**src/pmpu_pkg.sv**
```systemverilog
// Constants shared by the partitioned multiply and pack unit.
// Assumes a 64-bit operand path from the floating-point register file.
package pmpu_pkg;
    localparam int DATA_W = 64;
    localparam int LANE16_W = 16;
    localparam int LANE32_W = 32;
    localparam int BYTE_W = 8;
    localparam int PROD_W = 24;
    localparam int SCALE_W = 4;
    localparam int OP_W = 3;
    localparam int LANES16 = 4;
    localparam int LANES32 = 2;
    localparam int WIDE_LANES = 2;

    // Operation codes
    localparam logic [OP_W-1:0] OP_UPPER_BYTE_SIGNED_MUL = 3'h0;
    localparam logic [OP_W-1:0] OP_LOWER_BYTE_UNSIGNED_MUL = 3'h1;
    localparam logic [OP_W-1:0] OP_WIDE_UPPER_BYTE_MUL = 3'h2;
    localparam logic [OP_W-1:0] OP_WIDE_LOWER_BYTE_MUL = 3'h3;
    localparam logic [OP_W-1:0] OP_PACK_HALFWORD_TO_BYTE = 3'h4;
    localparam logic [OP_W-1:0] OP_PACK_WORD_TO_BYTE_SHIFT = 3'h5;
    localparam logic [OP_W-1:0] OP_LANE_ADD_HALFWORD = 3'h6;
    localparam logic [OP_W-1:0] OP_LANE_ADD_WORD = 3'h7;

    // Cycles from an accepted operation to its result
    localparam int LATENCY = 2;

    // Rounding constant for the top 16 of a 24-bit product
    localparam logic [PROD_W:0] MUL_ROUND = 25'h0000080;
    // Shift of the rounded upper product and of the word pack pass-through
    localparam int BYTE_SHIFT = 8;

    // Binary point positions of the pack operations
    localparam int PACK16_FRAC = 7;
    localparam int PACK32_FRAC = 23;

    localparam logic [BYTE_W-1:0] BYTE_MAX = 8'hFF;
    localparam logic [BYTE_W-1:0] BYTE_MIN = 8'h00;
endpackage

```
**src/pmpu_pack_lane.sv**
```systemverilog
// One scale, round and clamp lane of the pack operations.
// Assumes the scale amount and the lane value are stable within the cycle.
`timescale 1ns/1ps
module pmpu_pack_lane #(
    parameter int IN_W = 16,
    parameter int FRAC_W = 7,
    parameter bit DO_ROUND = 1'b1
) (
    input wire logic [IN_W-1:0] lane_in,
    input wire logic [pmpu_pkg::SCALE_W-1:0] scale,
    output logic [pmpu_pkg::BYTE_W-1:0] byte_out
);
    // Headroom for the largest shift plus the sign
    localparam int W = IN_W + 16;
    localparam logic [W-1:0] HALF = DO_ROUND ? (W'(1) << (FRAC_W - 1)) : '0;

    logic [W-1:0] ext;
    logic [W-1:0] shifted;
    logic [W-1:0] rounded;
    logic over;

    always_comb begin
        ext = {{16{lane_in[IN_W-1]}}, lane_in};
        shifted = ext << scale;
        rounded = shifted + HALF;
        over = |rounded[W-2:FRAC_W+pmpu_pkg::BYTE_W];
        if (rounded[W-1]) begin
            byte_out = pmpu_pkg::BYTE_MIN;
        end else if (over) begin
            byte_out = pmpu_pkg::BYTE_MAX;
        end else begin
            byte_out = rounded[FRAC_W+pmpu_pkg::BYTE_W-1:FRAC_W];
        end
    end
endmodule

```
**src/pmpu_unit.sv**
```systemverilog
// Partitioned byte-by-halfword multiply, lane add and pack datapath slice.
// Assumes operands arrive with op_valid from the pipeline on the core clock.
//
// Operation
// RL1: Upper multiply: signed high byte times signed 16-bit lane, four lanes.
// RL2: Upper multiply rounds the 24-bit product and keeps its top 16 bits.
// RL3: Lower multiply: unsigned low byte times the 16-bit lane, four lanes.
// RL4: Lower multiply sign-extends product to 32 bits, keeps upper 16 bits.
// RL5: Lower result sits 8 bits below upper; lane sum gives 16-bit product.
// RL6: Wide upper: signed high byte times lane, product shifted left 8.
// RL7: Wide lower: unsigned low byte times lane, product sign-extended to 32.
// RL8: Wide multiplies take two 16-bit lanes, give two 32-bit lanes.
// RL9: Halfword pack shifts four lanes by scale, rounds, drops low bits.
// RL10: Halfword pack clamps negative to zero and large values to 255.
// RL11: Word pack copies pass-through operand shifted left 8 bits.
// RL12: Word pack overwrites low byte of each 32-bit half with a lane byte.
// RL13: Word lanes shift by scale; binary point between bits 22 and 23.
// RL14: Word pack clamps negative to 0, above 255 to 255, else 8 bits.
// RL15: Pack scale is a 4-bit field taking every value 0 to 15.
// RL16: Lane adds wrap around with no overflow detection or saturation.
// RL17: Operation code selects the operation; result after fixed latency.
`timescale 1ns/1ps
module pmpu_unit (
    input wire logic clk,
    input wire logic nrst,
    input wire logic op_valid,
    input wire logic [pmpu_pkg::OP_W-1:0] op_code,
    input wire logic [pmpu_pkg::DATA_W-1:0] opnd_a,
    input wire logic [pmpu_pkg::DATA_W-1:0] opnd_b,
    input wire logic [pmpu_pkg::SCALE_W-1:0] graphics_status_reg_scale,
    output logic res_valid,
    output logic [pmpu_pkg::OP_W-1:0] res_op,
    output logic [pmpu_pkg::DATA_W-1:0] res_data
);
    // One-hot operation select, decoded on entry so that the result select
    // behind the multipliers is one and-or level rather than a full decode.
    typedef enum logic [7:0] {
        PMPU_SEL_UPPER = 8'h01,
        PMPU_SEL_LOWER = 8'h02,
        PMPU_SEL_WIDE_UPPER = 8'h04,
        PMPU_SEL_WIDE_LOWER = 8'h08,
        PMPU_SEL_PACK16 = 8'h10,
        PMPU_SEL_PACK32 = 8'h20,
        PMPU_SEL_ADD16 = 8'h40,
        PMPU_SEL_ADD32 = 8'h80
    } pmpu_sel_e;

    // Stage one holds the operation; stage two holds the result.
    logic s1_valid;
    pmpu_sel_e s1_sel;
    logic [pmpu_pkg::OP_W-1:0] s1_op;
    logic [pmpu_pkg::DATA_W-1:0] s1_a;
    logic [pmpu_pkg::DATA_W-1:0] s1_b;
    logic [pmpu_pkg::SCALE_W-1:0] s1_scale;

    logic next_s1_valid;
    pmpu_sel_e next_s1_sel;
    logic [pmpu_pkg::OP_W-1:0] next_s1_op;
    logic [pmpu_pkg::DATA_W-1:0] next_s1_a;
    logic [pmpu_pkg::DATA_W-1:0] next_s1_b;
    logic [pmpu_pkg::SCALE_W-1:0] next_s1_scale;

    logic next_res_valid;
    logic [pmpu_pkg::OP_W-1:0] next_res_op;
    logic [pmpu_pkg::DATA_W-1:0] next_res_data;

    // Per-operation results of stage two
    logic [pmpu_pkg::DATA_W-1:0] upper_res;
    logic [pmpu_pkg::DATA_W-1:0] lower_res;
    logic [pmpu_pkg::DATA_W-1:0] wide_upper_res;
    logic [pmpu_pkg::DATA_W-1:0] wide_lower_res;
    logic [pmpu_pkg::DATA_W-1:0] pack16_res;
    logic [pmpu_pkg::DATA_W-1:0] pack32_res;
    logic [pmpu_pkg::DATA_W-1:0] add16_res;
    logic [pmpu_pkg::DATA_W-1:0] add32_res;
    logic [pmpu_pkg::BYTE_W*pmpu_pkg::LANES16-1:0] pack16_bytes;
    logic [pmpu_pkg::BYTE_W*pmpu_pkg::LANES32-1:0] pack32_bytes;

    // Signed high byte times signed lane, 24-bit product
    function automatic logic [pmpu_pkg::PROD_W-1:0] prod_hi(
        input logic [pmpu_pkg::LANE16_W-1:0] a,
        input logic [pmpu_pkg::LANE16_W-1:0] b
    );
        logic signed [pmpu_pkg::PROD_W-1:0] hi;
        logic signed [pmpu_pkg::PROD_W-1:0] p;
        hi = 24'($signed(a[15:8]));
        p = hi * 24'($signed(b)); // RL1
        return p;
    endfunction

    // Unsigned low byte times signed lane; the zero pad keeps the byte unsigned
    function automatic logic [pmpu_pkg::PROD_W-1:0] prod_lo(
        input logic [pmpu_pkg::LANE16_W-1:0] a,
        input logic [pmpu_pkg::LANE16_W-1:0] b
    );
        logic signed [pmpu_pkg::PROD_W-1:0] lo;
        logic signed [pmpu_pkg::PROD_W-1:0] p;
        lo = 24'({1'b0, a[7:0]});
        p = lo * 24'($signed(b)); // RL3
        return p;
    endfunction

    // Round to the top 16 bits of the product
    function automatic logic [pmpu_pkg::LANE16_W-1:0] round_top(
        input logic [pmpu_pkg::PROD_W-1:0] p
    );
        logic [pmpu_pkg::PROD_W:0] r;
        r = {p[pmpu_pkg::PROD_W-1], p} + pmpu_pkg::MUL_ROUND;
        return r[pmpu_pkg::PROD_W-1:pmpu_pkg::BYTE_SHIFT]; // RL2
    endfunction

    // Upper 16 bits of the sign-extended product; no rounding, so the pair
    // of partial results keeps the 8-bit offset between them.
    function automatic logic [pmpu_pkg::LANE16_W-1:0] ext_top(
        input logic [pmpu_pkg::PROD_W-1:0] p
    );
        logic [pmpu_pkg::LANE32_W-1:0] e;
        e = {{8{p[pmpu_pkg::PROD_W-1]}}, p}; // RL4
        return e[pmpu_pkg::LANE32_W-1:pmpu_pkg::LANE16_W]; // RL5
    endfunction

    // Input stage: operands load only with op_valid, so idle cycles
    // leave the multiplier inputs still
    always_comb begin
        next_s1_valid = op_valid;
        next_s1_sel = s1_sel;
        next_s1_op = s1_op;
        next_s1_a = s1_a;
        next_s1_b = s1_b;
        next_s1_scale = s1_scale;
        if (op_valid) begin
            next_s1_op = op_code; // RL17
            next_s1_a = opnd_a;
            next_s1_b = opnd_b;
            next_s1_scale = graphics_status_reg_scale; // RL15
            case (op_code) // RL17
                pmpu_pkg::OP_UPPER_BYTE_SIGNED_MUL: begin
                    next_s1_sel = PMPU_SEL_UPPER;
                end
                pmpu_pkg::OP_LOWER_BYTE_UNSIGNED_MUL: begin
                    next_s1_sel = PMPU_SEL_LOWER;
                end
                pmpu_pkg::OP_WIDE_UPPER_BYTE_MUL: begin
                    next_s1_sel = PMPU_SEL_WIDE_UPPER;
                end
                pmpu_pkg::OP_WIDE_LOWER_BYTE_MUL: begin
                    next_s1_sel = PMPU_SEL_WIDE_LOWER;
                end
                pmpu_pkg::OP_PACK_HALFWORD_TO_BYTE: begin
                    next_s1_sel = PMPU_SEL_PACK16;
                end
                pmpu_pkg::OP_PACK_WORD_TO_BYTE_SHIFT: begin
                    next_s1_sel = PMPU_SEL_PACK32;
                end
                pmpu_pkg::OP_LANE_ADD_HALFWORD: begin
                    next_s1_sel = PMPU_SEL_ADD16;
                end
                pmpu_pkg::OP_LANE_ADD_WORD: begin
                    next_s1_sel = PMPU_SEL_ADD32;
                end
                default: begin
                    next_s1_sel = PMPU_SEL_UPPER;
                end
            endcase
        end
    end

    always_ff @(posedge clk) begin
        if (!nrst) begin
            s1_valid <= 1'b0;
            s1_sel <= PMPU_SEL_UPPER;
            s1_op <= pmpu_pkg::OP_UPPER_BYTE_SIGNED_MUL;
            s1_a <= '0;
            s1_b <= '0;
            s1_scale <= '0;
        end else begin
            s1_valid <= next_s1_valid;
            s1_sel <= next_s1_sel;
            s1_op <= next_s1_op;
            s1_a <= next_s1_a;
            s1_b <= next_s1_b;
            s1_scale <= next_s1_scale;
        end
    end

    // Four halfword lanes: partitioned multiplies and the wrapping add
    genvar i;
    generate
        for (i = 0; i < pmpu_pkg::LANES16; i++) begin : g_h
            logic [pmpu_pkg::LANE16_W-1:0] la;
            logic [pmpu_pkg::LANE16_W-1:0] lb;
            assign la = s1_a[i*16 +: 16];
            assign lb = s1_b[i*16 +: 16];
            assign upper_res[i*16 +: 16] = round_top(prod_hi(la, lb)); // RL2
            assign lower_res[i*16 +: 16] = ext_top(prod_lo(la, lb)); // RL4
            assign add16_res[i*16 +: 16] = la + lb; // RL16
            pmpu_pack_lane #(
                .IN_W(pmpu_pkg::LANE16_W),
                .FRAC_W(pmpu_pkg::PACK16_FRAC),
                .DO_ROUND(1'b1)
            ) u_pack16 (
                .lane_in(lb),
                .scale(s1_scale),
                .byte_out(pack16_bytes[i*8 +: 8])
            ); // RL9 RL10
        end
    endgenerate

    // Wide multiplies read the low 32 bits: two 16-bit lanes in, two 32-bit out
    generate
        for (i = 0; i < pmpu_pkg::WIDE_LANES; i++) begin : g_w
            logic [pmpu_pkg::LANE16_W-1:0] wa;
            logic [pmpu_pkg::LANE16_W-1:0] wb;
            logic [pmpu_pkg::PROD_W-1:0] ph;
            logic [pmpu_pkg::PROD_W-1:0] pl;
            assign wa = s1_a[i*16 +: 16];
            assign wb = s1_b[i*16 +: 16];
            assign ph = prod_hi(wa, wb); // RL6
            assign pl = prod_lo(wa, wb); // RL7
            assign wide_upper_res[i*32 +: 32] = {ph, 8'h00}; // RL6 RL8
            assign wide_lower_res[i*32 +: 32] = {{8{pl[23]}}, pl}; // RL7 RL8
        end
    endgenerate

    // Two word lanes: word pack and the wrapping word add
    generate
        for (i = 0; i < pmpu_pkg::LANES32; i++) begin : g_d
            assign add32_res[i*32 +: 32] = s1_a[i*32 +: 32] + s1_b[i*32 +: 32]; // RL16
            pmpu_pack_lane #(
                .IN_W(pmpu_pkg::LANE32_W),
                .FRAC_W(pmpu_pkg::PACK32_FRAC),
                .DO_ROUND(1'b0)
            ) u_pack32 (
                .lane_in(s1_b[i*32 +: 32]),
                .scale(s1_scale),
                .byte_out(pack32_bytes[i*8 +: 8])
            ); // RL13 RL14
        end
    endgenerate

    // Halfword pack fills the low word; the upper word reads zero
    assign pack16_res = {32'h00000000, pack16_bytes};

    // Byte shifted out of the top of each half is dropped by design
    always_comb begin
        pack32_res = s1_a << pmpu_pkg::BYTE_SHIFT; // RL11
        pack32_res[7:0] = pack32_bytes[7:0]; // RL12
        pack32_res[39:32] = pack32_bytes[15:8]; // RL12
    end

    // Result select and output stage
    // Data and op code hold between results; only the valid flag pulses
    always_comb begin
        next_res_valid = s1_valid;
        next_res_op = res_op;
        next_res_data = res_data;
        if (s1_valid) begin
            next_res_op = s1_op;
            case (s1_sel) // RL17
                PMPU_SEL_UPPER: begin
                    next_res_data = upper_res;
                end
                PMPU_SEL_LOWER: begin
                    next_res_data = lower_res;
                end
                PMPU_SEL_WIDE_UPPER: begin
                    next_res_data = wide_upper_res;
                end
                PMPU_SEL_WIDE_LOWER: begin
                    next_res_data = wide_lower_res;
                end
                PMPU_SEL_PACK16: begin
                    next_res_data = pack16_res;
                end
                PMPU_SEL_PACK32: begin
                    next_res_data = pack32_res;
                end
                PMPU_SEL_ADD16: begin
                    next_res_data = add16_res;
                end
                PMPU_SEL_ADD32: begin
                    next_res_data = add32_res;
                end
                default: begin
                    next_res_data = '0;
                end
            endcase
        end
    end

    always_ff @(posedge clk) begin
        if (!nrst) begin
            res_valid <= 1'b0;
            res_op <= pmpu_pkg::OP_UPPER_BYTE_SIGNED_MUL;
            res_data <= '0;
        end else begin
            res_valid <= next_res_valid;
            res_op <= next_res_op;
            res_data <= next_res_data;
        end
    end
endmodule

```
**config.mk**
```make
export PLATFORM = sky130hd
export DESIGN_NAME = pmpu_unit
export DESIGN_NICKNAME = d
export VERILOG_FILES = /design/src/pmpu_pkg.sv /design/src/pmpu_pack_lane.sv /design/src/pmpu_unit.sv
export SDC_FILE = /design/constraint.sdc
export NUM_CORES = 2
export LEC_CHECK = 0
export BUFFER_PORTS_ARGS = -buffer_cell sky130_fd_sc_hd__buf_4
export CORE_UTILIZATION = 40
export CTS_BUF_LIST = sky130_fd_sc_hd__clkbuf_4
export DETAILED_ROUTE_END_ITERATION = 6
export PLACE_DENSITY_LB_ADDON = 0.08
export SLEW_MARGIN = 20
export SYNTH_ARGS = -nofsm -noshare
export SYNTH_HDL_FRONTEND = slang
export SYNTH_SLANG_ARGS = --single-unit
```
**constraint.sdc**
```tcl
create_clock -name clk -period 17 [get_ports clk]
set_input_delay 2.55 -clock clk [delete_from_list [all_inputs] [get_ports clk]]
set_output_delay 2.55 -clock clk [all_outputs]
set_load 0.05 [all_outputs]
```
==> summary.md <==
| Metric | Value |
|---|---|
| Status | completed |
| Leading area contributor after synthesis | fa_1 |
| EDFF count, synth | 0 |
| Synth Warn # | 0 |
| CP dominant cell by count | fa_1 |
| Final period util | 42.6% |
| H-Tree Level Count | 3 |
| Design area | 61700 um^2 |
| GR Overflow Total | 0 |
| WL/cell | 24.5 um |
| Via count | 49.8k |
| Final setup TNS | 0 ns |
| Register-to-Register Path Depth | 19 |
| Commonest register cell after synthesis | dfxtp_1 |
| Critical-path cell list | nand2_1, fa_1, inv_1, fa_1, inv_1, fa_1, inv_1, fa_1, ha_1, a21oi_1, o21ai_0, nor2_1, o211ai_1, a211oi_1, xnor2_1, nor2_1, a211oi_1, a41oi_1, a211o_1 |
| Port bufs | 205 |
| CP Max Fanout | 18 |
| Global router's overall resource usage | 29.5% |
| Initial core utilization | 40.5% |
| Clk buf depth | 3 |
| Setup violators final | 0 |
| Via density | 5.65 |
| Boundary Pins | 206 |
| WS Path Type | reg2reg |
| Ys async rst share | 0% |
| DRT antenna net count | 0 |
| PwrDens | 43.1 nW/um^2 |
| Post-CTS repair timing setup buffer count | 0 |
| RSZ-0062 raised after global routing | false |
| Post-DP Area | 60700 um^2 |
| Die Area | 145000 um^2 |
| Seq/Total Area, Yosys | 7.38% |
| Clock transition at path regs | 0.06 ns |
| Post-Route WL | 216000 um |
| # DRC | 0 |
| Post-synthesis cell count | 6836 |
| Clk root buf | clkbuf_4 |
| Die Y | 381 um |
| DP Wirelength | 166000 um |
| Crit start category | register |
| Hold buffers post-CTS | 0 |
| Critical path capture point type | register |
| Worst-Margin Slew | 1.25 ns |
| Chip width | 381 um |
| Worst skew pair latency | 1.05 ns |
| Area growth, synth to finish | 7.30% |
| Resized Gates After CTS | 0 |
| Critical path's top delay family | compound AO/OA/AOI/OAI gates |
| Max_slew headroom | 16.1% |
| Crit path largest cell delay | 0.95 ns |
| Initial antenna violation count | 9 |
| Worst VDD drop | 0.0434 mV |
| Min-Delay Path Depth | 2 |
| Final hold vios | 0 |
| Slowest cell on crit path | dfxtp_1 |
| Post-synth top area share | 28.2% |
| Total iterations of the first detailed-routing run | 6 |
| Stages on the worst setup path | 19 |
| RD Place Congestion | 0.980 |
| Achievable frequency | 138 MHz |
| Tmin final | 7.24 ns |
| CTS tree | built |
| Largest net degree at the start of global routing | 80 |
| Static Leak | 29.3 nW |
| Req. time, crit path | 17.92 ns |
| Nets | 8265 |
| Clock Sinks | 212 |
| Global-route wire length before repair | 323000 um |
| Iteration-0 DRC Markers | 4105 |
| Mapped cell area | 57500 um^2 |
| Setup Skew | 0.0947 ns |
| Hold WC Path Type | reg2reg |
| Worst EP arrival | 8.16 ns |
| Std-Cell Rows | 138 |
| CTS Buf Count | 81 |
| Share of cells above drive strength 1 | 9.13% |
| Syn Area/Cell | 8.41 um^2 |
| # Max-Cap Violations | 0 |
| Core area | 142000 um^2 |
| Synth Net Count | 8246 |
| Buf+Inv Stages, Crit Path | 3 |
| Via count of the first global-routing pass | 49.8k |
| Synth cell types | 110 |
| Area contributors post-synth | fa_1, ha_1, dfxtp_1 |
| Slew Limit Fails | 0 |
| Synth Register Bits | 212 |
-- Yosys cell counts (171+ instances only) --
cell and number:
nand2_1 599, ha_1 462, inv_1 1107, a21oi_1 270, o21ai_0 252, and2_1 619
dfxtp_1 212, fa_1 810, nor2_1 220, nor2b_1 207, clkbuf_1 333, mux2i_1 220
xnor2_1 171
-- metal layers --
layer  up-vias  GRT usage (%)  share of wire (%)
met5         -              0              0.026
met4         6           9.73                3.4
met3       332           4.98                7.0
met2      1797           47.1                 45
met1     25200           40.4                 44
li1      22500              -                  -
-- report_power, final --
group          switching (W)  internal, W  total (W)
clock               0.000337     0.000283   0.000621
combinational       0.000926     0.000517    0.00144
sequential         0.0000744     0.000522   0.000596
-- per-stage QoR --
| stage | hold WS, ns | power [W] | std cells | utilization [%] | setup WS [ns] |
|---|---|---|---|---|---|
| global placement | 0.474 | 0.00202 | 8661 | 42.7 | 9.97 |
| floorplan | 0.457 | 0.00151 | 6836 | - | 11.01 |
| global route | 0.534 | 0.00284 | 8805 | 43.4 | 9.28 |
| finish | 0.484 | 0.00266 | 8812 | 43.4 | 9.76 |
| detailed placement | 0.477 | 0.00202 | 8661 | 42.7 | 9.83 |
| CTS | 0.487 | 0.00267 | 8798 | 43.4 | 9.88 |
-- logic make-up (layout without fill, tap and decap cells) --
| family | Yosys count | count (layout) | synth area share [%] |
|---|---|---|---|
| and+or+nand+nor | 2100 | 2100 | 19.5 |
| DFF | 212 | 212 | 7.38 |
| adders and majority gates | 1273 | 1273 | 38.3 |
| muxes | 333 | 333 | 7.34 |
| other | 0 | 13 | 0 |
| AOI/OAI and AO/OA | 1146 | 1146 | 13.2 |
| buffers and inverters | 1510 | 1583 | 10.3 |
| xor gates and xnor gates | 262 | 262 | 3.99 |
-- cell type report --
| type | instances | area [um^2] |
|---|---|---|
| Clock inverter | 34 | 161 |
| Inverter | 1108 | 4160 |
| Clock buffer | 103 | 773 |
| Antenna cell | 13 | 32.5 |
| Timing Repair Buffer | 338 | 2540 |
| Fill cell | 14400 | 80400 |
| Sequential cell | 212 | 4260 |
| Multi-Input combinational cell | 5114 | 47400 |
| Tap cell | 1890 | 2360 |
-- worst paths after layout --
kind,from,endpoint,slack (ns)
worst max-delay path,s1_a[16],res_data[63],9.76
worst min-delay path,s1_op[0],s1_op[0],0.48
worst max register to register,s1_a[16],res_data[63],9.76
worst min register to register,s1_op[0],s1_op[0],0.48
-- sequential cells by signal, summed over array words and instances, names as in the netlist --
register / cells
res_data: 64
next_res_valid: 1
s1_b: 64
s1_op: 3
s1_a: 64
res_op: 3
s1_scale: 4
s1_sel: 8
res_valid: 1
-- tightest hold or removal path, delay by kind of cell (launching register included) --
kind            cells  cell delay, ns
flops               1            0.31
compound gates      1            0.07
simple gates        1            0.06
-- layout by cell type (no fill, tap or decap), types with 91 or more instances in the layout --
cell type,count
and2_1,619
buf_4,335
xnor2_1,171
nand2_1,599
dfxtp_1,207
fa_1,810
clkbuf_4,103
nor2_1,219
ha_1,462
xor2_1,91
nor2b_1,206
inv_1,1106
a21oi_1,270
mux2i_1,220
o21ai_0,252
No activity file was read; power rests on OpenSTA's default activity.
